**src/crw_pkg.sv**
```systemverilog
package crw_pkg;

    // host ring buffer geometry, counted in 32-bit words
    localparam int ADDR_W = 16;
    localparam int DATA_W = 32;
    localparam int LCTR_W = 16;
    localparam int LEN_W  = 16;

    // record type codes
    localparam logic [7:0] REC_TYPE_RAW_LINK = 8'h18;
    localparam logic [7:0] REC_TYPE_PACKET   = 8'h02;
    localparam logic [7:0] EXT_TYPE_RAW_LINK = 8'h05;

    // header field positions inside the header words
    localparam int TYPE_LSB      = 24;
    localparam int EXT_FLAG_BIT  = 23;
    localparam int MORE_FRAG_BIT = 23;
    localparam int LCTR_LSB      = 0;
    localparam int SEQ_LSB       = 0;
    localparam int LEN_LSB       = 0;

    // header sizes and the largest record ever written
    localparam logic [ADDR_W-1:0] HDR_WORDS_PKT = 16'h0002;
    localparam logic [ADDR_W-1:0] HDR_WORDS_RAW = 16'h0003;
    localparam logic [ADDR_W-1:0] MAX_REC_WORDS = 16'h0200;

    // reset values and the loss counter limit
    localparam logic [ADDR_W-1:0] PTR_RESET  = 16'h0000;
    localparam logic [LCTR_W-1:0] LCTR_RESET = 16'h0000;
    localparam logic [LCTR_W-1:0] LCTR_MAX   = 16'hffff;

    // led blink half period while the host buffer is full
    localparam int CLK_KHZ      = 125000;
    localparam int LED_BLINK_MS = 100;
    localparam int LED_BLINK_CYCLES = LED_BLINK_MS * CLK_KHZ;

    typedef struct packed {
        logic              valid;
        logic              sop;
        logic              eop;
        logic [DATA_W-1:0] data;
    } crw_rx_s;

    typedef struct packed {
        logic              valid;
        logic [ADDR_W-1:0] addr;
        logic [DATA_W-1:0] data;
    } crw_wr_s;

    typedef enum {
        ST_IDLE,
        ST_PAYLOAD,
        ST_DROP,
        ST_HDR0,
        ST_HDR1,
        ST_HDR2
    } crw_state_e;

endpackage

```
**src/crw_space.sv**
```systemverilog
`timescale 1ns/10ps
module crw_space
    import crw_pkg::*;
(
    input  wire logic [ADDR_W-1:0] i_wr_ptr,
    input  wire logic [ADDR_W-1:0] i_rd_ptr,
    output logic                   o_full,
    output logic [ADDR_W-1:0]      o_free
);

    // one word is always kept empty so that equal pointers mean empty
    always_comb begin
        o_free = i_rd_ptr - i_wr_ptr - 16'h0001;
        o_full = (o_free < MAX_REC_WORDS);
    end

endmodule

```
**src/crw_led.sv**
```systemverilog
`timescale 1ns/10ps
module crw_led
    import crw_pkg::*;
#(
    parameter int BLINK_CYCLES = LED_BLINK_CYCLES
)
(
    input  wire logic i_clk,
    input  wire logic i_reset_n,
    input  wire logic i_full,
    output logic      o_led_level
);

    logic [31:0] count;
    logic [31:0] next_count;
    logic        blink;
    logic        next_blink;

    always_comb begin
        next_count = count;
        next_blink = blink;
        if (!i_full) begin
            next_count = 32'h0000_0000;
            next_blink = 1'b1;
        end else if (count >= 32'(BLINK_CYCLES - 1)) begin
            next_count = 32'h0000_0000;
            next_blink = ~blink;
        end else begin
            next_count = count + 32'h0000_0001;
        end
        // steady on while capturing, flashing while the buffer is full
        o_led_level = i_full ? blink : 1'b1;
    end

    always_ff @(posedge i_clk or negedge i_reset_n) begin
        if (!i_reset_n) begin
            count <= 32'h0000_0000;
            blink <= 1'b1;
        end else begin
            count <= next_count;
            blink <= next_blink;
        end
    end

endmodule

```
**src/crw_writer.sv**
```systemverilog
// What this block does
// - one capture record per accepted packet
// - drop new packets while buffer full
// - loss counter carried in record header
// - led flashes when host buffer full
// - raw frames wrapped into capture records
// - raw frame records use type 24
// - raw records carry extension header type 5
// - one record per frame at OC-3/OC-12
// - payload starts at first A1 byte
// - single record: more-fragments 0, sequence 0
`timescale 1ns/10ps
module crw_writer
    import crw_pkg::*;
#(
    parameter int LED_BLINK = LED_BLINK_CYCLES
)
(
    input  wire logic              i_clk,
    input  wire logic              i_reset_n,
    input  wire crw_rx_s           i_rx,
    input  wire logic              i_raw_mode,
    input  wire logic [ADDR_W-1:0] i_rd_ptr,
    output crw_wr_s                o_wr,
    output logic [ADDR_W-1:0]      o_wr_ptr,
    output logic                   o_buffer_full,
    output logic                   o_led
);

    crw_state_e        state;
    crw_state_e        next_state;
    logic [ADDR_W-1:0] wr_ptr;
    logic [ADDR_W-1:0] next_wr_ptr;
    logic [ADDR_W-1:0] cnt;
    logic [ADDR_W-1:0] next_cnt;
    logic [LCTR_W-1:0] lctr;
    logic [LCTR_W-1:0] next_lctr;
    logic              raw_rec;
    logic              next_raw_rec;
    logic              skip;
    logic              next_skip;
    crw_wr_s           next_wr;
    logic              next_led;
    logic              drop;
    logic              commit;
    logic [ADDR_W-1:0] hdr_len;
    logic [ADDR_W-1:0] max_pay;
    logic [ADDR_W-1:0] free_words;
    logic              space_full;
    logic              led_level;

    // free space only grows as the host moves its read position on
    crw_space u_space (
        .i_wr_ptr (wr_ptr),
        .i_rd_ptr (i_rd_ptr),
        .o_full   (space_full),
        .o_free   (free_words)
    );

    crw_led #(
        .BLINK_CYCLES (LED_BLINK)
    ) u_led (
        .i_clk       (i_clk),
        .i_reset_n   (i_reset_n),
        .i_full      (space_full),
        .o_led_level (led_level)
    );

    // payload goes first and the header last, so the record length is
    // known; the host only sees a record once the write position moves
    always_comb begin
        next_state   = state;
        next_wr_ptr  = wr_ptr;
        next_cnt     = cnt;
        next_raw_rec = raw_rec;
        next_skip    = skip;
        next_wr      = '0;
        drop         = 1'b0;
        commit       = 1'b0;
        hdr_len      = raw_rec ? HDR_WORDS_RAW : HDR_WORDS_PKT;
        max_pay      = MAX_REC_WORDS - hdr_len;
        unique case (state)
            ST_IDLE: begin
                if (skip) begin
                    if (i_rx.valid && i_rx.eop) begin
                        next_skip = 1'b0;
                    end
                end else if (i_rx.valid && i_rx.sop) begin
                    if (space_full) begin
                        drop = 1'b1;
                        if (!i_rx.eop) begin
                            next_state = ST_DROP;
                        end
                    end else begin
                        // mode is latched per record so a mid-frame
                        // change cannot mix header formats
                        next_raw_rec  = i_raw_mode;
                        next_wr.valid = 1'b1;
                        next_wr.addr  = wr_ptr + (i_raw_mode ?
                                        HDR_WORDS_RAW : HDR_WORDS_PKT);
                        next_wr.data  = i_rx.data;
                        next_cnt      = 16'h0001;
                        next_state    = i_rx.eop ? ST_HDR0 : ST_PAYLOAD;
                    end
                end
            end
            ST_PAYLOAD: begin
                if (i_rx.valid) begin
                    // long packets are cut to fit one record
                    if (cnt < max_pay) begin
                        next_wr.valid = 1'b1;
                        next_wr.addr  = wr_ptr + hdr_len + cnt;
                        next_wr.data  = i_rx.data;
                        next_cnt      = cnt + 16'h0001;
                    end
                    if (i_rx.eop) begin
                        next_state = ST_HDR0;
                    end
                end
            end
            ST_DROP: begin
                if (i_rx.valid && i_rx.eop) begin
                    next_state = ST_IDLE;
                end
            end
            ST_HDR0: begin
                next_wr.valid = 1'b1;
                next_wr.addr  = wr_ptr;
                next_wr.data  = {(raw_rec ? REC_TYPE_RAW_LINK :
                                 REC_TYPE_PACKET), raw_rec, 7'h00,
                                 lctr};
                next_state    = ST_HDR1;
            end
            ST_HDR1: begin
                next_wr.valid = 1'b1;
                next_wr.addr  = wr_ptr + 16'h0001;
                next_wr.data  = {16'h0000, cnt[LEN_W-3:0], 2'b00};
                if (raw_rec) begin
                    next_state = ST_HDR2;
                end else begin
                    commit = 1'b1;
                end
            end
            ST_HDR2: begin
                next_wr.valid = 1'b1;
                next_wr.addr  = wr_ptr + 16'h0002;
                next_wr.data  = {EXT_TYPE_RAW_LINK, 1'b0, 7'h00,
                                 16'h0000};
                commit        = 1'b1;
            end
        endcase
        // no buffering: a packet starting while a header is written is lost
        // a dropped packet may also end inside the window; its eop must
        // release the skip here or the next packet would be swallowed
        if ((state == ST_HDR0 || state == ST_HDR1 || state == ST_HDR2) &&
            i_rx.valid) begin
            if (i_rx.sop) begin
                drop = 1'b1;
                if (!i_rx.eop) begin
                    next_skip = 1'b1;
                end
            end else if (skip && i_rx.eop) begin
                next_skip = 1'b0;
            end
        end
        if (commit) begin
            next_wr_ptr = wr_ptr + hdr_len + cnt;
            next_state  = ST_IDLE;
        end
    end

    // counter is cleared as it is written; a drop in that cycle still counts
    always_comb begin
        next_lctr = (state == ST_HDR0) ? LCTR_RESET : lctr;
        if (drop && next_lctr != LCTR_MAX) begin
            next_lctr = next_lctr + 16'h0001;
        end
        next_led = led_level;
    end

    always_ff @(posedge i_clk or negedge i_reset_n) begin
        if (!i_reset_n) begin
            state         <= ST_IDLE;
            wr_ptr        <= PTR_RESET;
            cnt           <= PTR_RESET;
            lctr          <= LCTR_RESET;
            raw_rec       <= 1'b0;
            skip          <= 1'b0;
            o_wr          <= '0;
            o_wr_ptr      <= PTR_RESET;
            o_buffer_full <= 1'b0;
            o_led         <= 1'b1;
        end else begin
            state         <= next_state;
            wr_ptr        <= next_wr_ptr;
            cnt           <= next_cnt;
            lctr          <= next_lctr;
            raw_rec       <= next_raw_rec;
            skip          <= next_skip;
            o_wr          <= next_wr;
            o_wr_ptr      <= next_wr_ptr;
            o_buffer_full <= space_full;
            o_led         <= next_led;
        end
    end

    // checks

    a_drop_full: assert property (
        @(posedge i_clk) disable iff (!i_reset_n)
        (state == ST_IDLE && !skip && i_rx.valid && i_rx.sop && space_full)
        |=> !o_wr.valid && (lctr == $past(lctr) + 16'h0001 ||
                            $past(lctr) == LCTR_MAX))
        else $error("packet written while buffer full");

    a_accept_write: assert property (
        @(posedge i_clk) disable iff (!i_reset_n)
        (state == ST_IDLE && !skip && i_rx.valid && i_rx.sop && !space_full
         && i_rx.eop)
        |=> o_wr.valid ##1 (state == ST_HDR1)
            ##[1:2] (wr_ptr != $past(wr_ptr)))
        else $error("accepted packet not committed as a record");

    a_first_align: assert property (
        @(posedge i_clk) disable iff (!i_reset_n)
        (state == ST_IDLE && !skip && i_rx.valid && i_rx.sop && !space_full)
        |=> o_wr.addr == $past(wr_ptr) + (raw_rec ? HDR_WORDS_RAW :
                                          HDR_WORDS_PKT)
            && o_wr.data == $past(i_rx.data))
        else $error("first frame word not at start of payload");

    a_raw_type: assert property (
        @(posedge i_clk) disable iff (!i_reset_n)
        (state == ST_HDR0 && raw_rec)
        |=> o_wr.data[DATA_W-1:TYPE_LSB] == REC_TYPE_RAW_LINK
            && o_wr.data[EXT_FLAG_BIT])
        else $error("raw record has wrong type code");

    a_ext_header: assert property (
        @(posedge i_clk) disable iff (!i_reset_n)
        (state == ST_HDR1 && raw_rec)
        |=> ##1 o_wr.valid && o_wr.addr == $past(wr_ptr, 2) + 16'h0002
            && o_wr.data[DATA_W-1:TYPE_LSB] == EXT_TYPE_RAW_LINK)
        else $error("raw record lacks extension header");

    a_single_frag: assert property (
        @(posedge i_clk) disable iff (!i_reset_n)
        (state == ST_HDR2)
        |=> !o_wr.data[MORE_FRAG_BIT] && o_wr.data[15:SEQ_LSB] == 16'h0000)
        else $error("single record frame marked as fragment");

    a_lctr_report: assert property (
        @(posedge i_clk) disable iff (!i_reset_n)
        (state == ST_HDR0)
        |=> o_wr.data[LCTR_W-1:LCTR_LSB] == $past(lctr))
        else $error("loss counter missing from header");

    a_lctr_clear: assert property (
        @(posedge i_clk) disable iff (!i_reset_n)
        (state == ST_HDR0 && !drop) |=> lctr == LCTR_RESET)
        else $error("loss counter not restarted after record");

    a_space_gate: assert property (
        @(posedge i_clk) disable iff (!i_reset_n)
        $rose(state == ST_PAYLOAD) |-> $past(free_words) >= MAX_REC_WORDS)
        else $error("record started without room for it");

    a_led_normal: assert property (
        @(posedge i_clk) disable iff (!i_reset_n)
        !space_full |=> o_led)
        else $error("led not steady during normal capture");

    a_one_record: assert property (
        @(posedge i_clk) disable iff (!i_reset_n)
        commit |=> state == ST_IDLE && o_wr_ptr == wr_ptr)
        else $error("frame produced more than one record");

    a_skip_release: assert property (
        @(posedge i_clk) disable iff (!i_reset_n)
        skip && i_rx.valid && i_rx.eop && !i_rx.sop |=> !skip)
        else $error("dropped packet tail swallows next packet");

    a_busy_count: assert property (
        @(posedge i_clk) disable iff (!i_reset_n)
        state == ST_HDR0 && i_rx.valid && i_rx.sop |=> lctr == 16'h0001)
        else $error("drop beside header write not counted");

    c_busy_drop: cover property (
        @(posedge i_clk) disable iff (!i_reset_n)
        state == ST_HDR1 && skip && i_rx.valid && i_rx.eop);

    c_raw_record: cover property (
        @(posedge i_clk) disable iff (!i_reset_n)
        state == ST_HDR2);

    c_pkt_record: cover property (
        @(posedge i_clk) disable iff (!i_reset_n)
        state == ST_HDR1 && !raw_rec);

    c_drop_full: cover property (
        @(posedge i_clk) disable iff (!i_reset_n)
        drop && space_full);

    c_truncate: cover property (
        @(posedge i_clk) disable iff (!i_reset_n)
        state == ST_PAYLOAD && i_rx.valid && cnt >= max_pay);

endmodule

```
**config.mk**
```make
export PLATFORM = sky130hd
export DESIGN_NAME = crw_writer
export DESIGN_NICKNAME = d
export VERILOG_FILES = /design/src/crw_pkg.sv /design/src/crw_space.sv /design/src/crw_led.sv /design/src/crw_writer.sv
export SDC_FILE = /design/constraint.sdc
export NUM_CORES = 1
export LEC_CHECK = 0
export ABC_AREA = 1
export BUFFER_PORTS_ARGS = -buffer_cell sky130_fd_sc_hd__clkbuf_2
export CORE_ASPECT_RATIO = 1.1
export CORE_UTILIZATION = 59
export DETAILED_ROUTE_END_ITERATION = 10
export MAX_ROUTING_LAYER = met4
export PLACE_DENSITY = 0.8
export REMOVE_ABC_BUFFERS = 1
export SYNTH_ARGS = -nofsm -noshare
export SYNTH_HDL_FRONTEND = slang
export SYNTH_SLANG_ARGS = --single-unit
```
**constraint.sdc**
```tcl
create_clock -name i_clk -period 3.12 [get_ports i_clk]
set_clock_uncertainty 0.05 [all_clocks]
set_input_delay 0.312 -clock i_clk [delete_from_list [all_inputs] [get_ports i_clk]]
set_output_delay 0.312 -clock i_clk [all_outputs]
set_load 0.01 [all_outputs]
```
Yosys cells after proc, flatten, opt, wreduce, memory -nomap -nowiden:

Index checks and enable logic that the tools add are counted.

* multiplexer cells: 48
* bitwise logic cells: 3
* reduce and logical (&&, ||, !) cells: 13
* eq/ne operators: 22
* $add $sub $neg: 11
* order comparisons: 3

Operators by type and width (count)
* $mux W32: 11
* $mux W49: 5
* $pmux W49 S5: 1
* $pmux W32 S5: 1
* $mux W16: 7
* $eq A32 B3 Y1 const B: 3
* $eq A32 B2 Y1 const B: 2
* $eq A32 B4 Y1 const B: 2
* $add A16 B1 Y16 const B: 3
* $add A16 B2 Y16: 2
* $add A32 B1 Y32 const B: 1
* $eq A32 B1 Y1 const B: 1
* $ge A32 B24 Y1 const B: 1
* $logic_not A32 Y1: 1
* $pmux W16 S2: 1
* $mux W1: 19
* $ne A3 B3 Y1 const B: 6
* $add A16 B16 Y16: 1
* $add A16 B2 Y16 const B: 1
* $lt A16 B10 Y1 const B: 1
* $lt A16 B16 Y1: 1
* $ne A16 B16 Y1 const B: 1
* $sub A16 B1 Y16 const B: 1
* $sub A16 B16 Y16: 1
* 15 further kinds: 26

* logic and storage cells: 113
* bits in registers: 166

Logic depth before layout (Yosys ltp):

Gate-level depths: netlist of run 1.

* depth after elaboration: 11
* gate-level depth with buffers: 20
* depth with buffers taken out: 19

Hierarchy:

Synthesis of run 1 repeated with hierarchy kept, for this count alone.

* cell total of the unflattened synthesis: 1411
* area total of the unflattened synthesis: 9710.6 µm²

By module, submodules not included
* crw_writer: instances 1, cells an instance 994, area an instance 6927.9 µm²
* crw_led: instances 1, cells an instance 205, area an instance 1689.1 µm²
* crw_space: instances 1, cells an instance 212, area an instance 1093.5 µm²

Worst setup path after synthesis of run 1:

No wires, ideal clock.

* path kind: flip-flop to flip-flop
* start point: register wr_ptr[12]
* end point: register o_wr[10] (netlist name)
* data arrival time: 2.473 ns
* library setup time: 0.124 ns
* stages on the path, launching flop included: 20
* buffers on the path: 3
* data required time: 2.946 ns
* setup slack: 0.473 ns
* cell sequence: dfrtp_1 -> clkbuf_1 -> inv_1 -> ha_1 -> nand2_1 -> inv_1 -> nand2_1 -> nand2_1 -> a21oi_1 -> nand2_1 -> nand2_1 -> nand2_1 -> nor2_2 -> nand3_4 -> nand3_4 -> nand2_2 -> buf_6 -> buf_6 -> nand2_1 -> nand3_1

RTL lines
* from (decl): line crw_writer.sv:32 `logic [ADDR_W-1:0] wr_ptr;`
* from (signal assigned): line crw_writer.sv:195 `wr_ptr <= next_wr_ptr;`
* to (signal assigned): line crw_writer.sv:200 `o_wr <= next_wr;`
* to (decl): line crw_writer.sv:24 `output crw_wr_s o_wr,`

==> flow_metrics.py, run 1 <==
metrics = {
    "status": {
        "run_status": "completed",
    },
    "clock_network": {
        "cts_sinks": 137,
        "cts_tree": "built",
        "cts-root-buf": "clkbuf_16",
        "clock_latency_ps": 430,
        "htreeDepth": 4,
        "clk_pin_slew_ps": 60,
        "clockBufferDepth": 2,
        "cts_made_buffers": 17,
    },
    "logic_synthesis": {
        "synth_common_cells": "nand2_1 (321), inv_1 (160), dfrtp_1 (135)",
        "yosys-top-cells-area": "dfrtp_1 (37%), nand2_1 (13%), ha_1 (7.0%)",
        "syn_area_um2": 9070,
        "synth.avg_cell_area_um2": 7.34,
        "async_reset_ff_share_pct": 100,
        "yosysMostFrequentCell": "nand2_1",
        "synth_seq_cells": 137,
        "synth_area_leader_cell": "dfrtp_1",
        "synth.distinct_cells": 48,
        "yosysWarningCount": 0,
        "seq_area_frac_synth_pct": 37.8,
        "synth_flop_cell": "dfrtp_1",
        "synth_edf_count": 0,
        "synthesis.instances": 1236,
        "synth_top_area_share_pct": 37.2,
    },
    "finish": {
        "fillers": 1287,
        "register_area_um2": 3430,
        "drive_above_1_share_pct": 15.9,
        "multi_input_area_um2": 4900,
        "final_cell_area_um2": 10700,
        "area_growth_pct": 17.5,
        "nets": 1489,
        "diodes": 0,
    },
    "routing": {
        "wl_per_cell_um": 15.9,
        "wl_um": 25300,
        "viasPerCell": 5.55,
        "first_pass_iters": 7,
        "drc": 0,
        "dr_total_vias": 8834,
        "drtAntennaViolNets": 0,
        "first_iter_violations": 612,
    },
    "power": {
        "p_total_w": 0.00835,
        "ir_worst_vdd_mv": 0.476,
        "p_leak_nw": 5.40,
        "p_per_area_nw_per_um2": 783,
    },
    "timing": {
        "max_slew_margin_pct": 53.8,
        "max_clock_freq_mhz": 341,
        "hold_viol_final": 0,
        "worstMarginPinSlew_ps": 686,
        "finalCritPeriodShare_pct": 93.9,
        "slew_violations": 0,
        "post-route-min-period_ps": 2930,
        "setup_viol": 0,
        "rsz0062_at_grt": "false",
    },
    "setup_path": {
        "reg2reg_to": "o_wr[43]$_DFF_PN0_",
        "cp-end-kind": "flop",
        "rrSetupSlack_ps": 190,
        "crit_arrival_ps": 3210,
        "path_class": "flop to flop",
        "rr_worst_depth": 12,
        "start_kind": "flop",
        "crit_path_max_fanout": 5,
        "r2r-start": "wr_ptr[1]$_DFFE_PN0P_",
        "crit_required_ps": 3400,
    },
    "placed_design": {
        "placed_cell_area_um2": 10000,
        "io_buffer_count": 120,
        "post-dp-hpwl_um": 18700,
        "place_congestion": 1.02,
    },
    "global_route": {
        "overflow": 0,
        "antenna_found_initial": 0,
        "grt_max_degree": 72,
        "grt_usage_pct": 34.2,
        "grt_pass1_vias": 8521,
        "grt_pass1_wl_um": 41300,
    },
    "hold_path": {
        "worstHoldStart": "i_rx[0]",
        "min_to": "o_wr[0]$_DFF_PN0_",
        "hp-class": "primary input to flop",
        "hold_depth": 3,
    },
    "floorplanning": {
        "die_h_um": 132,
        "dieArea_um2": 15900,
        "start_util_pct": 60.3,
        "pin_count": 121,
        "rows": 47,
        "coreArea_um2": 15100,
        "die_w_um": 120,
    },
    "job": {
        "drv_cap": 0,
    },
}
critical path: stages (launching register included):
cell and delay (ps):
dfrtp_1 440, inv_1 240, ha_1 290, inv_1 60, ha_1 160, inv_1 60
fa_1 440, o21ai_2 240, a21oi_1 140, o21ai_0 240, xor2_1 250, nand2_1 90
o211ai_1 130
cells by family after synthesis:
kind of cell	after synthesis	synth area share, %
AND/OR/NAND/NOR	624	29.8
XOR/XNOR	58	5.60
flip-flops	137	37.8
adder cells (fa/ha/maj)	53	7.47
AO/OA/AOI/OAI	164	10.5
other	1	0.0413
buffers and inverters	199	8.74
what timing repair did:
item	in CTS	in global routing
setup buffers	0	0
hold buffers	1	0
hold endpoints to repair	66	0
gates resized for setup	0	10
endpoints found under the setup margin	0	25
worst max path at each step:
stage	startpoint	to	slack (ps)	depth (start not counted)
after floorplan	state[1]$_DFFE_PN0P_	state[0]$_DFFE_PN0P_	-700	10
after global placement	wr_ptr[1]$_DFFE_PN0P_	o_wr[43]$_DFF_PN0_	170	12
after detailed placement	wr_ptr[1]$_DFFE_PN0P_	o_wr[43]$_DFF_PN0_	100	12
after CTS	wr_ptr[1]$_DFFE_PN0P_	o_wr[43]$_DFF_PN0_	40	12
after global routing	wr_ptr[1]$_DFFE_PN0P_	cnt[5]$_DFFE_PN0P_	2	19
final	wr_ptr[1]$_DFFE_PN0P_	o_wr[43]$_DFF_PN0_	190	12
cells in the final DEF, fill, tap and decap left out, types with 8 or more instances in the layout:
cell type / count
nand2_1: 321
inv_1: 157
dfrtp_1: 135
nor2_1: 130
clkbuf_2: 119
nand3_1: 88
o21ai_0: 62
ha_1: 50
xor2_1: 47
a21oi_1: 46
buf_4: 29
nor3_1: 23
nand4_1: 20
clkbuf_16: 17
o211ai_1: 12
xnor2_1: 11
a21boi_0: 10
nor2_2: 8
conb_1: 8
stage by stage:
step	hold slack [ps]	util, %	setup TNS (ps)	worst slack, ps	cells
floorplan	-33.6	-	-7720	-699	1212
global route	31.6	70.8	0	1.87	1591
CTS	18.5	70.7	0	38.0	1591
detailed placement	330	66.6	0	95.1	1558
finish	25.9	70.8	0	190	1591
global placement	322	66.6	0	170	1558
area by class of cell:
class	instances	area share (%)
multi-input cells	907	46.0
flip-flops and latches	137	32.2
clock buffers	18	4.12
repair buffers	151	8.02
clock inverters	14	1.49
well taps	196	2.30
inverters	168	5.94
per-layer routing:
metal	GRT usage, %	wire length [µm]	up-vias
met5	-	0	-
met4	13.7	869	0
met3	6.36	1640	72
met2	56.7	12500	358
met1	41.0	10300	4114
li1	-	-	4290
registers in the layout (all words and copies together) (netlist names):
register,cells
cnt,16
state,3
raw_rec,1
wr_ptr,16
u_led.count,32
u_led.blink,1
o_wr,49
skip,1
o_buffer_full,1
lctr,16
o_led,1
power breakdown:
part	switching [W]	internal [W]
Sequential	0.000240	0.00214
Combinational	0.00257	0.00133
Clock	0.000845	0.00122
Note: power is estimated with default switching activity, not from simulation.
==> inputs of run 2 (changes only) <==
--- a/config.mk
+++ b/config.mk
@@ -8,10 +8,10 @@
 export ABC_AREA = 1
 export BUFFER_PORTS_ARGS = -buffer_cell sky130_fd_sc_hd__clkbuf_2
 export CORE_ASPECT_RATIO = 1.1
-export CORE_UTILIZATION = 59
+export CORE_UTILIZATION = 48
 export DETAILED_ROUTE_END_ITERATION = 10
 export MAX_ROUTING_LAYER = met4
-export PLACE_DENSITY = 0.8
+export PLACE_DENSITY = 0.67
 export REMOVE_ABC_BUFFERS = 1
 export SYNTH_ARGS = -nofsm -noshare
 export SYNTH_HDL_FRONTEND = slang
==> run 2 against run 1 <==
- sequential share of layout area decreased by 0.24 points
- utilization decreased by 13 points
- final cell count increased by 3.0%
- maximum frequency increased by 3.6%
- sequential power about the same
- largest power group unchanged
- critical path depth increased by 3
==> flow_metrics.py, run 2 (same netlist as run 1, synthesis figures left out) <==
metrics = {
    "timing": {
        "max_slew_margin_pct": 54.3,
        "hold_viol_final": 0,
        "rsz0062_at_grt": "false",
        "setup_ws_ps": 291,
        "hold_slack_ps": 29.6,
        "max_clock_freq_mhz": 353,
        "setup_viol": 0,
        "fin_tns_setup_ps": 0,
        "finalCritPeriodShare_pct": 90.7,
        "worstMarginPinSlew_ps": 686,
        "slew_violations": 0,
        "post-route-min-period_ps": 2830,
    },
    "placed_design": {
        "dp.cells": 1606,
        "post-dp-hpwl_um": 18900,
        "pre_cts_ws_ps": 257,
        "place_congestion": 0.953,
        "io_buffer_count": 120,
    },
    "routing": {
        "dr_total_vias": 8561,
        "wl_per_cell_um": 15.3,
        "drtAntennaViolNets": 0,
        "wl_um": 25100,
        "first_iter_violations": 601,
        "drc": 0,
        "first_pass_iters": 5,
        "viasPerCell": 5.22,
    },
    "power": {
        "p_leak_nw": 5.41,
        "p_total_w": 0.00837,
        "p_per_area_nw_per_um2": 779,
        "ir_worst_vdd_mv": 0.506,
    },
    "finish": {
        "fin_cells": 1639,
        "nets": 1490,
        "multi_input_area_um2": 4900,
        "drive_above_1_share_pct": 15.5,
        "layout_commonest_cell": "nand2_1",
        "largest_register_ff_count": 49,
        "register_area_um2": 3430,
        "final_cell_mix": "nand2_1 (321), inv_1 (160), dfrtp_1 (135)",
        "regMostFlops": "o_wr",
        "diodes": 0,
        "largestRegisters": "o_wr (49), u_led.count (32)",
        "fillers": 1784,
        "area_growth_pct": 18.4,
    },
    "global_route": {
        "grt_max_degree": 66,
        "overflow": 0,
        "grt_usage_pct": 27.4,
        "grt_pass1_vias": 8338,
        "grt_pass1_wl_um": 40600,
        "antenna_found_initial": 0,
    },
    "setup_path": {
        "start_kind": "flop",
        "crit_required_ps": 3340,
        "crit_arrival_ps": 3050,
        "crit_path_max_fanout": 21,
        "cp-end-kind": "flop",
        "path_class": "flop to flop",
    },
    "hold_path": {
        "hp-class": "primary input to flop",
    },
    "floorplanning": {
        "rows": 52,
        "die_w_um": 133,
        "start_util_pct": 49.1,
        "pin_count": 121,
        "die_h_um": 146,
        "coreArea_um2": 18500,
        "dieArea_um2": 19500,
    },
    "clock_network": {
        "clockBufferDepth": 2,
        "cts-root-buf": "clkbuf_16",
        "cts_made_buffers": 17,
        "clk_pin_slew_ps": 70,
        "cts_sinks": 137,
        "cts_setup_buffers": 0,
        "htreeDepth": 4,
        "cts_tree": "built",
        "clock_latency_ps": 430,
    },
    "status": {
        "run_status": "completed",
    },
    "job": {
        "drv_cap": 0,
    },
}
run 2: cell types whose count changed in the layout (fill, tap and decap cells not counted), sizes merged:
cell / change
buf: +1
bufinv: +1
inv: +2
clkinv: -3
run 2: final cells by class:
| type | count | share of cell area (%) |
|---|---|---|
| timing repair buffer | 152 | 8.06 |
| clock inverter | 14 | 1.69 |
| inverter | 168 | 5.89 |
| tap | 243 | 2.83 |
| clock buffer | 18 | 4.00 |
| sequential | 137 | 31.9 |
| multi-input combinational | 907 | 45.6 |
run 2: critical path, cell delays in order (launching register included):
cell and delay [ps]:
dfrtp_1 430, inv_1 210, ha_1 300, nand2_1 140, inv_1 70, nand2_1 60
nand2_1 70, inv_1 80, nand4_1 100, nand2_1 90, nand2_1 100, nor2_4 180
nand3_4 170, nand3_4 130, buf_4 280, o21ai_0 190
run 2: power by group:
group	internal [W]	total, W	switching (W)
Combinational	0.00132	0.00387	0.00255
Sequential	0.00214	0.00237	0.000229
Clock	0.00128	0.00213	0.000850
run 2: per-stage QoR:
stage / cell area [µm²] / util (%)
4_1_cts: 10700 / 58.0
3_5_place_dp: 10100 / 54.7
2_1_floorplan: 8940 / -
5_1_grt: 10700 / 58.1
6_report: 10700 / 58.1
3_3_place_gp: 10100 / 54.7
run 2: timing repair:
action | in CTS | in global routing
endpoints found under the hold margin | 63 | 0
endpoints found under the setup margin | 0 | 42
hold buffers | 1 | 0
resized for setup | 0 | 3
run 2: final timing paths:
kind / from / end / slack [ps] / cells after the start
worst max-delay path: wr_ptr[8]$_DFFE_PN0P_ / o_wr[39]$_DFF_PN0_ / 290 / 15
worst min-delay path: i_rx[27] / o_wr[27]$_DFF_PN0_ / 30 / 3
worst max register to register: wr_ptr[8]$_DFFE_PN0P_ / o_wr[39]$_DFF_PN0_ / 290 / 15
worst min register to register: u_led.count[0]$_DFF_PN0_ / u_led.count[0]$_DFF_PN0_ / 410 / 1
max in group asynchronous: i_reset_n / o_wr[6]$_DFF_PN0_ / 1780 / 3
min in group asynchronous: i_reset_n / o_wr[29]$_DFF_PN0_ / 390 / 2
run 2: per-layer routing:
layer / part of all wire [%] / track usage (%)
met1: 43 / 33.1
met2: 49 / 46.5
met3: 6.0 / 4.90
met4: 2.0 / 8.47
met5: 0 / -
